## src/hdl/gbu_defs.vh

```
`ifndef GBU_DEFS_VH
`define GBU_DEFS_VH

// ======================================================================
// addresses of the writable registers
`define GBU_ADDR_W          6
`define GBU_ADDR_CH_FIRST   6'h00
`define GBU_ADDR_CH_LAST    6'h07
`define GBU_ADDR_VCOM       6'h12
`define GBU_ADDR_GAIN       6'h1c

// ======================================================================
// write data fields
`define GBU_COMMIT_BIT      15
`define GBU_DAC_W           10
`define GBU_GAIN_W          8

// ======================================================================
// reset values
`define GBU_GAIN_RST        8'h01

// ======================================================================
// channel count and bank memory
`define GBU_NCH             9
`define GBU_IDX_W           4
`define GBU_MEM_AW          5

// ======================================================================
// timing: figures in ns, counts in cycles at the core clock
`define GBU_CLK_NS          40
`define GBU_UPDATE_NS       10000
`define GBU_UPDATE_CYC      (`GBU_UPDATE_NS / `GBU_CLK_NS)
`define GBU_COPY_NS         750000
`define GBU_COPY_CYC        (`GBU_COPY_NS / `GBU_CLK_NS)

// ======================================================================
// controller states
`define GBU_ST_IDLE         2'h0
`define GBU_ST_READ         2'h1
`define GBU_ST_WAIT         2'h2

`endif

```

## src/hdl/gbu_ctrl.v

```verilog
// What this block does
// - a change on the bank select pin reloads all nine outputs together, the update completing after about 760 us (750 us copy plus 10 us update).
// - pin low selects the curve in bank zero, pin high the curve in bank one.
// - copying a bank into the dac registers takes about 750 us, so it is too slow for per-frame changes.
// - a write with bit 15 clear changes only the staging register, never an output.
// - a write with bit 15 set to any dac or common voltage register moves all staged values to all outputs.
// - that simultaneous update happens on the same clock edge that takes in the committing write.
// - switch position eight makes the common voltage amplifier a unity buffer.
// - switch position one sets an external gain using an outside resistor with the string.
// - the gain setting lives at address 1ch, one-hot in the low byte, with bit 15 set.
`timescale 1ns/10ps
`default_nettype none
`include "gbu_defs.vh"

module gbu_ctrl #(
    parameter NCH        = `GBU_NCH,
    parameter DW         = `GBU_DAC_W,
    parameter COPY_CYC   = `GBU_COPY_CYC,
    parameter UPDATE_CYC = `GBU_UPDATE_CYC
) (
    input  wire                  i_core_clk,
    input  wire                  i_rst_n,
    input  wire                  i_bank_select_pin,
    input  wire                  i_wr_valid,
    input  wire [`GBU_ADDR_W-1:0] i_wr_addr,
    input  wire [15:0]           i_wr_data,
    input  wire                  i_nv_we,
    input  wire                  i_nv_bank,
    input  wire [`GBU_IDX_W-1:0] i_nv_idx,
    input  wire [DW-1:0]         i_nv_data,
    output reg  [NCH*DW-1:0]     o_dac_out,
    output reg  [`GBU_GAIN_W-1:0] o_common_voltage_gain_setting,
    output reg                   o_unity_buffer,
    output reg                   o_external_gain,
    output reg                   o_reload_busy
);
    // ==================================================================
    // sequencer states and fixed slots
    localparam [1:0] ST_IDLE = `GBU_ST_IDLE;
    localparam [1:0] ST_READ = `GBU_ST_READ;
    localparam [1:0] ST_WAIT = `GBU_ST_WAIT;
    // common voltage slot sits after the eight channels
    localparam [31:0] VCOM_IDX = NCH - 1;
    // switch outputs reset from the same word as the setting
    localparam [`GBU_GAIN_W-1:0] GAIN_RST = `GBU_GAIN_RST;

    // ==================================================================
    // pin synchroniser and edge detect
    reg                   bsel_m_r;
    reg                   bsel_s_r;
    reg                   bsel_d_r;
    wire                  bsel_edge;

    always @(posedge i_core_clk) begin
        if (!i_rst_n) begin
            bsel_m_r <= 1'b0;
            bsel_s_r <= 1'b0;
            bsel_d_r <= 1'b0;
        end else begin
            bsel_m_r <= i_bank_select_pin;
            bsel_s_r <= bsel_m_r;
            bsel_d_r <= bsel_s_r;
        end
    end
    // first flop feeds only the second
    assign bsel_edge = bsel_s_r ^ bsel_d_r;

    // ==================================================================
    // address decode
    wire                  is_ch;
    wire                  is_vcom;
    wire                  is_dac;
    wire [`GBU_IDX_W-1:0] wr_idx;
    wire                  commit;

    assign is_ch   = (i_wr_addr <= `GBU_ADDR_CH_LAST);
    assign is_vcom = (i_wr_addr == `GBU_ADDR_VCOM);
    assign is_dac  = i_wr_valid & (is_ch | is_vcom);
    assign wr_idx  = is_vcom ? VCOM_IDX[`GBU_IDX_W-1:0]
                             : i_wr_addr[`GBU_IDX_W-1:0];
    assign commit  = is_dac & i_wr_data[`GBU_COMMIT_BIT];

    // ==================================================================
    // reload sequencer
    reg  [1:0]            state_r;
    reg  [1:0]            state_nxt;
    reg  [`GBU_IDX_W-1:0] idx_r;
    reg  [`GBU_IDX_W-1:0] idx_nxt;
    reg                   bank_r;
    reg                   bank_nxt;
    reg                   rd_vld_r;
    reg  [`GBU_IDX_W-1:0] rd_idx_r;
    reg  [31:0]           cnt_r;
    reg  [31:0]           cnt_nxt;
    reg                   load_all;
    wire [DW-1:0]         nv_rdata;
    wire [`GBU_MEM_AW-1:0] rd_addr;
    wire [`GBU_MEM_AW-1:0] wr_addr;

    // bank is the address msb: pin low picks bank zero
    assign rd_addr = {bank_r, idx_r};
    assign wr_addr = {i_nv_bank, i_nv_idx};

    gbu_bank_mem #(
        .DW (DW),
        .AW (`GBU_MEM_AW)
    ) u_mem (
        .i_core_clk (i_core_clk),
        .i_we       (i_nv_we),
        .i_waddr    (wr_addr),
        .i_wdata    (i_nv_data),
        .i_raddr    (rd_addr),
        .o_rdata    (nv_rdata)
    );

    always @* begin
        state_nxt = state_r;
        idx_nxt   = idx_r;
        bank_nxt  = bank_r;
        cnt_nxt   = cnt_r;
        load_all  = 1'b0;
        case (state_r)
            ST_IDLE: begin
                if (bsel_edge) begin
                    state_nxt = ST_READ;
                    bank_nxt  = bsel_s_r;
                    idx_nxt   = {`GBU_IDX_W{1'b0}};
                    cnt_nxt   = 32'h0;
                end
            end
            ST_READ: begin
                cnt_nxt = cnt_r + 32'h1;
                if (idx_r == NCH - 1) begin
                    state_nxt = ST_WAIT;
                end else begin
                    idx_nxt = idx_r + 4'h1;
                end
            end
            ST_WAIT: begin
                // slow copy modelled as wait; too slow for per-frame use
                cnt_nxt = cnt_r + 32'h1;
                if (cnt_r >= COPY_CYC + UPDATE_CYC - 1) begin
                    load_all  = 1'b1;
                    state_nxt = ST_IDLE;
                end
            end
            default: begin
                state_nxt = ST_IDLE;
            end
        endcase
    end

    always @(posedge i_core_clk) begin
        if (!i_rst_n) begin
            state_r  <= ST_IDLE;
            idx_r    <= {`GBU_IDX_W{1'b0}};
            bank_r   <= 1'b0;
            cnt_r    <= 32'h0;
            rd_vld_r <= 1'b0;
            rd_idx_r <= {`GBU_IDX_W{1'b0}};
        end else begin
            state_r  <= state_nxt;
            idx_r    <= idx_nxt;
            bank_r   <= bank_nxt;
            cnt_r    <= cnt_nxt;
            rd_vld_r <= (state_r == ST_READ);
            rd_idx_r <= idx_r;
        end
    end

    // ==================================================================
    // double-buffered channel registers
    reg [DW-1:0] stage_r [0:NCH-1];

    genvar g;
    generate
        for (g = 0; g < NCH; g = g + 1) begin : g_ch
            always @(posedge i_core_clk) begin
                if (!i_rst_n) begin
                    stage_r[g] <= {DW{1'b0}};
                end else if (rd_vld_r && rd_idx_r == g) begin
                    stage_r[g] <= nv_rdata;
                end else if (is_dac && wr_idx == g) begin
                    stage_r[g] <= i_wr_data[DW-1:0];
                end
            end
            always @(posedge i_core_clk) begin
                if (!i_rst_n) begin
                    o_dac_out[g*DW +: DW] <= {DW{1'b0}};
                end else if (commit) begin
                    // committing word bypasses its stage slot, same cycle
                    o_dac_out[g*DW +: DW] <= (wr_idx == g) ?
                        i_wr_data[DW-1:0] : stage_r[g];
                end else if (load_all) begin
                    o_dac_out[g*DW +: DW] <= stage_r[g];
                end
            end
        end
    endgenerate

    // ==================================================================
    // common voltage gain setting
    wire gain_wr;
    assign gain_wr = i_wr_valid & (i_wr_addr == `GBU_ADDR_GAIN)
                   & i_wr_data[`GBU_COMMIT_BIT];

    always @(posedge i_core_clk) begin
        if (!i_rst_n) begin
            o_common_voltage_gain_setting <= `GBU_GAIN_RST;
            o_unity_buffer                <= GAIN_RST[7];
            o_external_gain               <= GAIN_RST[0];
            o_reload_busy                 <= 1'b0;
        end else begin
            o_reload_busy <= (state_nxt != ST_IDLE);
            if (gain_wr) begin
                o_common_voltage_gain_setting <=
                    i_wr_data[`GBU_GAIN_W-1:0];
                o_unity_buffer  <= i_wr_data[7];
                o_external_gain <= i_wr_data[0];
            end
        end
    end
endmodule // gbu_ctrl
`default_nettype wire

```

## src/hdl/gbu_bank_mem.v

```verilog
`timescale 1ns/10ps
`default_nettype none
`include "gbu_defs.vh"

// ======================================================================
// two-bank curve store, registered read; bank is address msb
module gbu_bank_mem #(
    parameter DW = `GBU_DAC_W,
    parameter AW = `GBU_MEM_AW
) (
    input  wire          i_core_clk,
    input  wire          i_we,
    input  wire [AW-1:0] i_waddr,
    input  wire [DW-1:0] i_wdata,
    input  wire [AW-1:0] i_raddr,
    output reg  [DW-1:0] o_rdata
);
    reg [DW-1:0] mem_r [0:(1<<AW)-1];

    always @(posedge i_core_clk) begin
        if (i_we) begin
            mem_r[i_waddr] <= i_wdata;
        end
        o_rdata <= mem_r[i_raddr];
    end
endmodule // gbu_bank_mem
`default_nettype wire

```

## config.mk

```make
export PLATFORM = sky130hd
export DESIGN_NAME = gbu_ctrl
export DESIGN_NICKNAME = d
export VERILOG_FILES = /design/src/hdl/gbu_ctrl.v /design/src/hdl/gbu_bank_mem.v
export VERILOG_INCLUDE_DIRS = /design/src /design/src/hdl
export SDC_FILE = /design/constraint.sdc
export NUM_CORES = 1
export LEC_CHECK = 0
export BUFFER_PORTS_ARGS = -buffer_cell sky130_fd_sc_hd__buf_2
export CAP_MARGIN = 0
export CORE_MARGIN = 2
export CORE_UTILIZATION = 50
export CTS_CLUSTER_SIZE = 10
export DETAILED_ROUTE_END_ITERATION = 12
export PLACE_DENSITY = 0.7
export SLEW_MARGIN = 15
export SYNTH_ARGS = -nofsm -noshare
export SYNTH_HDL_FRONTEND = slang
export SYNTH_SLANG_ARGS = --single-unit
```

## constraint.sdc

```tcl
create_clock -name i_core_clk -period 2.55 [get_ports i_core_clk]
set_input_delay 0.51 -clock i_core_clk [delete_from_list [all_inputs] [get_ports i_core_clk]]
set_output_delay 0.51 -clock i_core_clk [all_outputs]
set_load 0.03 [all_outputs]
```

=== Word level (Yosys, flattened, before mapping) ===
Memories as Yosys holds them, arrays and structs flattened. A register that Yosys moved wholly into a read port is not among the register bits.
Cells that the tools add are included.

* Flip-flop bits (word level): 148
* Bits in writable memories: 410
* Input port bits: 42
* Memories kept: 2

* Add/sub/neg operators: 2
* Order comparisons: 2
* Equal/unequal tests: 23
* Mux-type cells: 123
* Bitwise gates (word level): 24
* Reduce and logical (&&, ||, !) cells: 29

{| class="wikitable"
|+ Memories
! memory !! depth !! bits a word !! read ports !! clocked after memory_dff !! write ports !! RTL line !! text
|-
| u_mem.mem_r || 32 || 10 || 1 || 1 || 1 || gbu_bank_mem.v:18 || <nowiki>reg [DW-1:0] mem_r [0:(1<<AW)-1];</nowiki>
|-
| stage_r || 9 || 10 || 9 || 0 || 9 || gbu_ctrl.v:173 || <nowiki>reg [DW-1:0] stage_r [0:NCH-1];</nowiki>
|}

{| class="wikitable"
|+ Operators with widths
! cell !! count
|-
| 2-to-1 mux 10 bit || 45
|-
| 2-to-1 mux 1 bit || 68
|-
| one-hot mux 32 bit (2 select lines) || 1
|-
| adder 32 x 1 -> 32 bit, second input constant || 1
|-
| == test 4 x 3 -> 1 bit, second input constant || 8
|-
| >= comparator 32 x 15 -> 1 bit, second input constant || 1
|-
| 2-to-1 mux 32 bit || 1
|-
| OR 1 bit || 19
|-
| logical AND 1 bit || 18
|-
| == test 4 x 2 -> 1 bit, second input constant || 4
|-
| == test 4 bit, second input constant || 3
|-
| == test 6 x 5 -> 1 bit, second input constant || 2
|-
| 2-to-1 mux 4 bit || 3
|-
| == test 4 x 1 -> 1 bit, second input constant || 2
|-
| logical NOT 4 bit || 2
|-
| one-hot mux 4 bit (2 select lines) || 1
|-
| nonzero test 2 bit || 4
|-
| <= comparator 6 x 3 -> 1 bit, second input constant || 1
|-
| 2-to-1 mux 2 bit || 3
|-
| one-hot mux 2 bit (3 select lines) || 1
|-
| adder 4 x 1 -> 4 bit, second input constant || 1
|-
| bitwise AND 1 bit || 4
|-
| inequality test 2 bit, second input constant || 2
|-
| AND reduction 2 bit || 2
|-
| other kinds (6) || 6
|}

=== Longest topological paths before layout ===
* Depth after elaboration: 9
* Gate-level depth with buffers: 10
* Gate-level depth less buffers: 7

=== By module ===
Synthesis repeated with hierarchy kept, for this count alone.

* Cell total of the unflattened synthesis: 1822
* Area, all modules: 24304.6 um^2

{| class="wikitable"
|+ By module, submodules not included
! module !! times used !! cells an instance !! area an instance (um^2) !! sequential area each (um^2)
|-
| gbu_bank_mem || 1 || 733 || 12993.7 || 9809.4
|-
| gbu_ctrl || 1 || 1089 || 11310.8 || 5625.4
|}

=== Worst setup path before layout ===
No wires, ideal clock.

* Kind: input to register
* Start: in i_wr_addr[2]
* End: mem stage_r[5][0] (netlist bit) (enable)
* Setup time: 383 ps
* Arrival: 2181 ps
* Data required time: 2167 ps
* Setup slack: -14 ps
* Cell stages on the path: 6
* Buffers on the path: 2
* Cell sequence: buf_2 > or3b_1 > buf_6 > a211oi_4 > nand2_4 > o221ai_1

{| class="wikitable"
|+ RTL lines
! what !! RTL line !! text
|-
| start, declared || gbu_ctrl.v:25 || <nowiki>input wire [`GBU_ADDR_W-1:0] i_wr_addr,</nowiki>
|-
| end, declared || gbu_ctrl.v:173 ||
|}

==> flow_metrics.tcl <==
set metrics [dict create \
    layout.filler_cells 3601 \
    route.antenna.remaining_nets 0 \
    final_area_mm2 0.0276 \
    cts_buffers 68 \
    finish.utilization_pct 58.3 \
    min_from "i_bank_select_pin" \
    initial_core_util_pct 50.3 \
    tightestPinTransition_ps 771 \
    total_power_mw 19.8 \
    synthXorXnorAreaFrac_pct 0.770 \
    synthesis.yosys.warnings 0 \
    finish.net_count 1769 \
    dr.pass1.iters 6 \
    grt_pass1_vias 14155 \
    tritoncts "built" \
    timing.max_slew.rel_slack_pct 48.4 \
    dieArea_mm2 0.0495 \
    grt_start_max_net_pins 78 \
    worst_vdd_ir_uv 586 \
    achievable-frequency_mhz 436 \
    timing.rr.start "idx_r[0]$_SDFFE_PN0P_" \
    grt_antenna_before_repair 1 \
    preCtsSetupSlack_ps 18.7 \
    final.setup.tns_ps 0 \
    reg_to_reg_slack_setup_ps 260 \
    start_kind "flip-flop" \
    rr_endpoint "u_mem.o_rdata[7]$_DFF_P_" \
    synth-async-reset-ratio_pct 0 \
    gp_routability_congestion 0.821 \
    cts.reportedPaths.clkPinSlew_ps 50 \
    crit_path_end_kind "flip-flop" \
    maxSlewViolCount 0 \
    skew_ps 14.8 \
    holdPathEnd "bsel_m_r$_SDFF_PN0_" \
    ctsLongestPathBuffers 3 \
    fp.coreArea_mm2 0.0474 \
    hold_path.class "input pin to flip-flop" \
    grt_pass1_wl_mm 84.0 \
    crit_arrival_ps 2740 \
    cap_viol_max_count 0 \
    synth_sequential_area_ratio_pct 64.7 \
    hold-path-cell-count 2 \
    finalSetupViolCount 0 \
    detail_route.wl_per_cell_um 23.1 \
    rsz0062_at_grt "false" \
    rows 80 \
    clock_net_sink_count 566 \
    final_layout_size_suffix_gt1_share_pct 25.7 \
    synth_cell_types 61 \
    synth-compound-area-share_pct 10.1 \
    port_buffers 137 \
    mappedNetlistArea_mm2 0.0239 \
    worst_ep_required_time_ps 3000 \
    main_combinational_cell_family_by_area_after_synthesis "multiplexers" \
    detailedPlacementHpwl_mm 34.7 \
    powerDensity_mw_per_mm2 715 \
    vertical_die_dimension_um 223 \
    path_max_fanout 22 \
    synth_nets 1602 \
    detailedRoute.firstIterationViolations 1154 \
    grt_remaining_overflow 0 \
    synth_fa_ha_area_share_pct 0.367 \
    global_route.usage.total_pct 22.2 \
    cellLeakagePower_nw 10.6 \
    r2r.worst_path.cells 4 \
    area_growth_pct 15.8 \
    post_place_cell_area_mm2 0.0256 \
    drcViolationCount 0 \
    setup_slack_ps 257 \
    antennaDiodeCount 0 \
    ios 143 \
    routed_via_density 6.03 \
    synthesis.instances 1553 \
    route.final.wire_length_mm 55.0 \
    criticalPathCategory "flip-flop to flip-flop" \
    syn_area_per_cell_um2 15.4 \
    synthSimpleGateAreaFrac_pct 6.64 \
    timing_hold_violations_final 0 \
    fin_crit_ps 2290 \
    chipWidth_um 223 \
    synth_edf_count 410 \
    worst_skew_pair.late_latency_ps 580 \
    total_vias_in_the_final_route 14336 \
    cts_root_buf "clkbuf_16" \
    synth_mux_area_share_pct 14.9 \
    synth_seq_cells 566 \
    ys_dominant_reg_cell "edfxtp_1" \
    htree_num_levels 3 \
    status "finished clean" \
    period_utilization_pct 89.9 \
]
[registers in the layout, summed over array words and instances, names as in the netlist, 2 cells and up]
| signal | cells |
|---|---|
| rd_idx_r | 4 |
| u_mem.mem_r | 320 |
| idx_r | 4 |
| o_dac_out | 90 |
| state_r | 2 |
| o_common_voltage_gain_setting | 8 |
| u_mem.o_rdata | 10 |
| stage_r | 90 |
| cnt_r | 32 |
[per-stage QoR]
stage,hold WS [ps],instances
2_1_floorplan,412,1553
3_3_place_gp,419,2264
3_5_place_dp,428,2264
4_1_cts,115,2376
5_1_grt,124,2377
6_report,134,2377
[worst max-delay path, cell delays in order (launching register included)]
cell and delay, ps:
dfxtp_4 490, buf_12 250, mux4_2 570, mux4_2 500
mux2_2 320
[metal layers]
layer,vias up,share of wire [%],global-route usage (%)
met5,-,0.016,0
met4,2,2.2,6.32
met3,88,5.5,4.26
met2,430,50,36.9
met1,7359,43,29.9
li1,6457,-,-
[synth_stat cells, drive strengths merged (7+ instances only)]
cell type | instances | share of area [%]
ha | 7 | 0.37
xor2 | 16 | 0.59
o21bai | 10 | 0.31
nor3 | 9 | 0.35
mux2 | 29 | 1.4
nand3b | 10 | 0.31
o211a | 51 | 2.1
mux4 | 100 | 9.4
edfxtp | 410 | 52
nor2b | 12 | 0.31
nand4 | 17 | 0.50
a21oi | 19 | 0.40
clkbuf | 76 | 1.2
o211ai | 62 | 1.9
nand2 | 86 | 1.4
dfxtp | 156 | 13
nand2b | 20 | 0.52
buf | 54 | 1.2
mux2i | 98 | 4.1
nand3 | 17 | 0.36
or3 | 14 | 0.37
a22o | 90 | 3.3
inv | 11 | 0.17
o21ai | 29 | 0.64
o311ai | 10 | 0.37
a211oi | 9 | 0.55
and2 | 10 | 0.26
nor2 | 75 | 1.2
[power by group]
part,total (mW),internal (mW),switching (mW)
clock network,8.90,5.44,3.46
logic,0.732,0.245,0.486
registers,10.1,10.0,0.0984
total,19.8,15.7,4.05
[logic make-up (layout without fill, tap and decap cells)]
logic type	after synthesis	after routing
muxes	227	227
adders and majority gates	7	7
AOI/OAI and AO/OA	292	292
xor gates and xnor gates	21	21
and+or+nand+nor	299	299
buffers and inverters	141	350
DFF	566	566
[layout by cell type (no fill, tap or decap), drive strengths merged, types with 20 or more instances in the layout]
master and instances:
o21ai 29, nand2b 20, o211ai 62, nor2 75, a22o 90, mux2 29, o211a 51, buf 227
mux4 100, clkbuf 107, dfxtp 156, mux2i 98, nand2 86, edfxtp 410
[how the worst max path moves through the flow]
stage	from	end
after floorplan	i_wr_addr[2]	stage_r[5][0]$_DFFE_PP_
final	idx_r[0]$_SDFFE_PN0P_	u_mem.o_rdata[7]$_DFF_P_
after global placement	i_wr_addr[1]	o_dac_out[89]$_SDFFE_PN0P_
after CTS	cnt_r[0]$_SDFFE_PN0P_	o_dac_out[24]$_SDFFE_PN0P_
after detailed placement	i_wr_addr[1]	o_dac_out[89]$_SDFFE_PN0P_
after global routing	cnt_r[0]$_SDFFE_PN0P_	o_dac_out[53]$_SDFFE_PN0P_
[final cells by class]
type / instances / area [um^2] / share of cell area [%]
clock inverter: 5 / 73.8 / 0.267
inverter: 11 / 41.3 / 0.149
tap: 615 / 769 / 2.78
sequential: 566 / 15400 / 55.9
clock buffer: 107 / 1960 / 7.11
multi-input combinational: 846 / 7850 / 28.4
timing repair buffer: 227 / 1500 / 5.41
[repair_timing]
| action | CTS | global route |
|---|---|---|
| setup buffers | 0 | 0 |
| endpoints found under the setup margin | 0 | 3 |
| resized for setup | 0 | 1 |
| hold buffers | 0 | 0 |
Power figures use the tool's default switching activity.
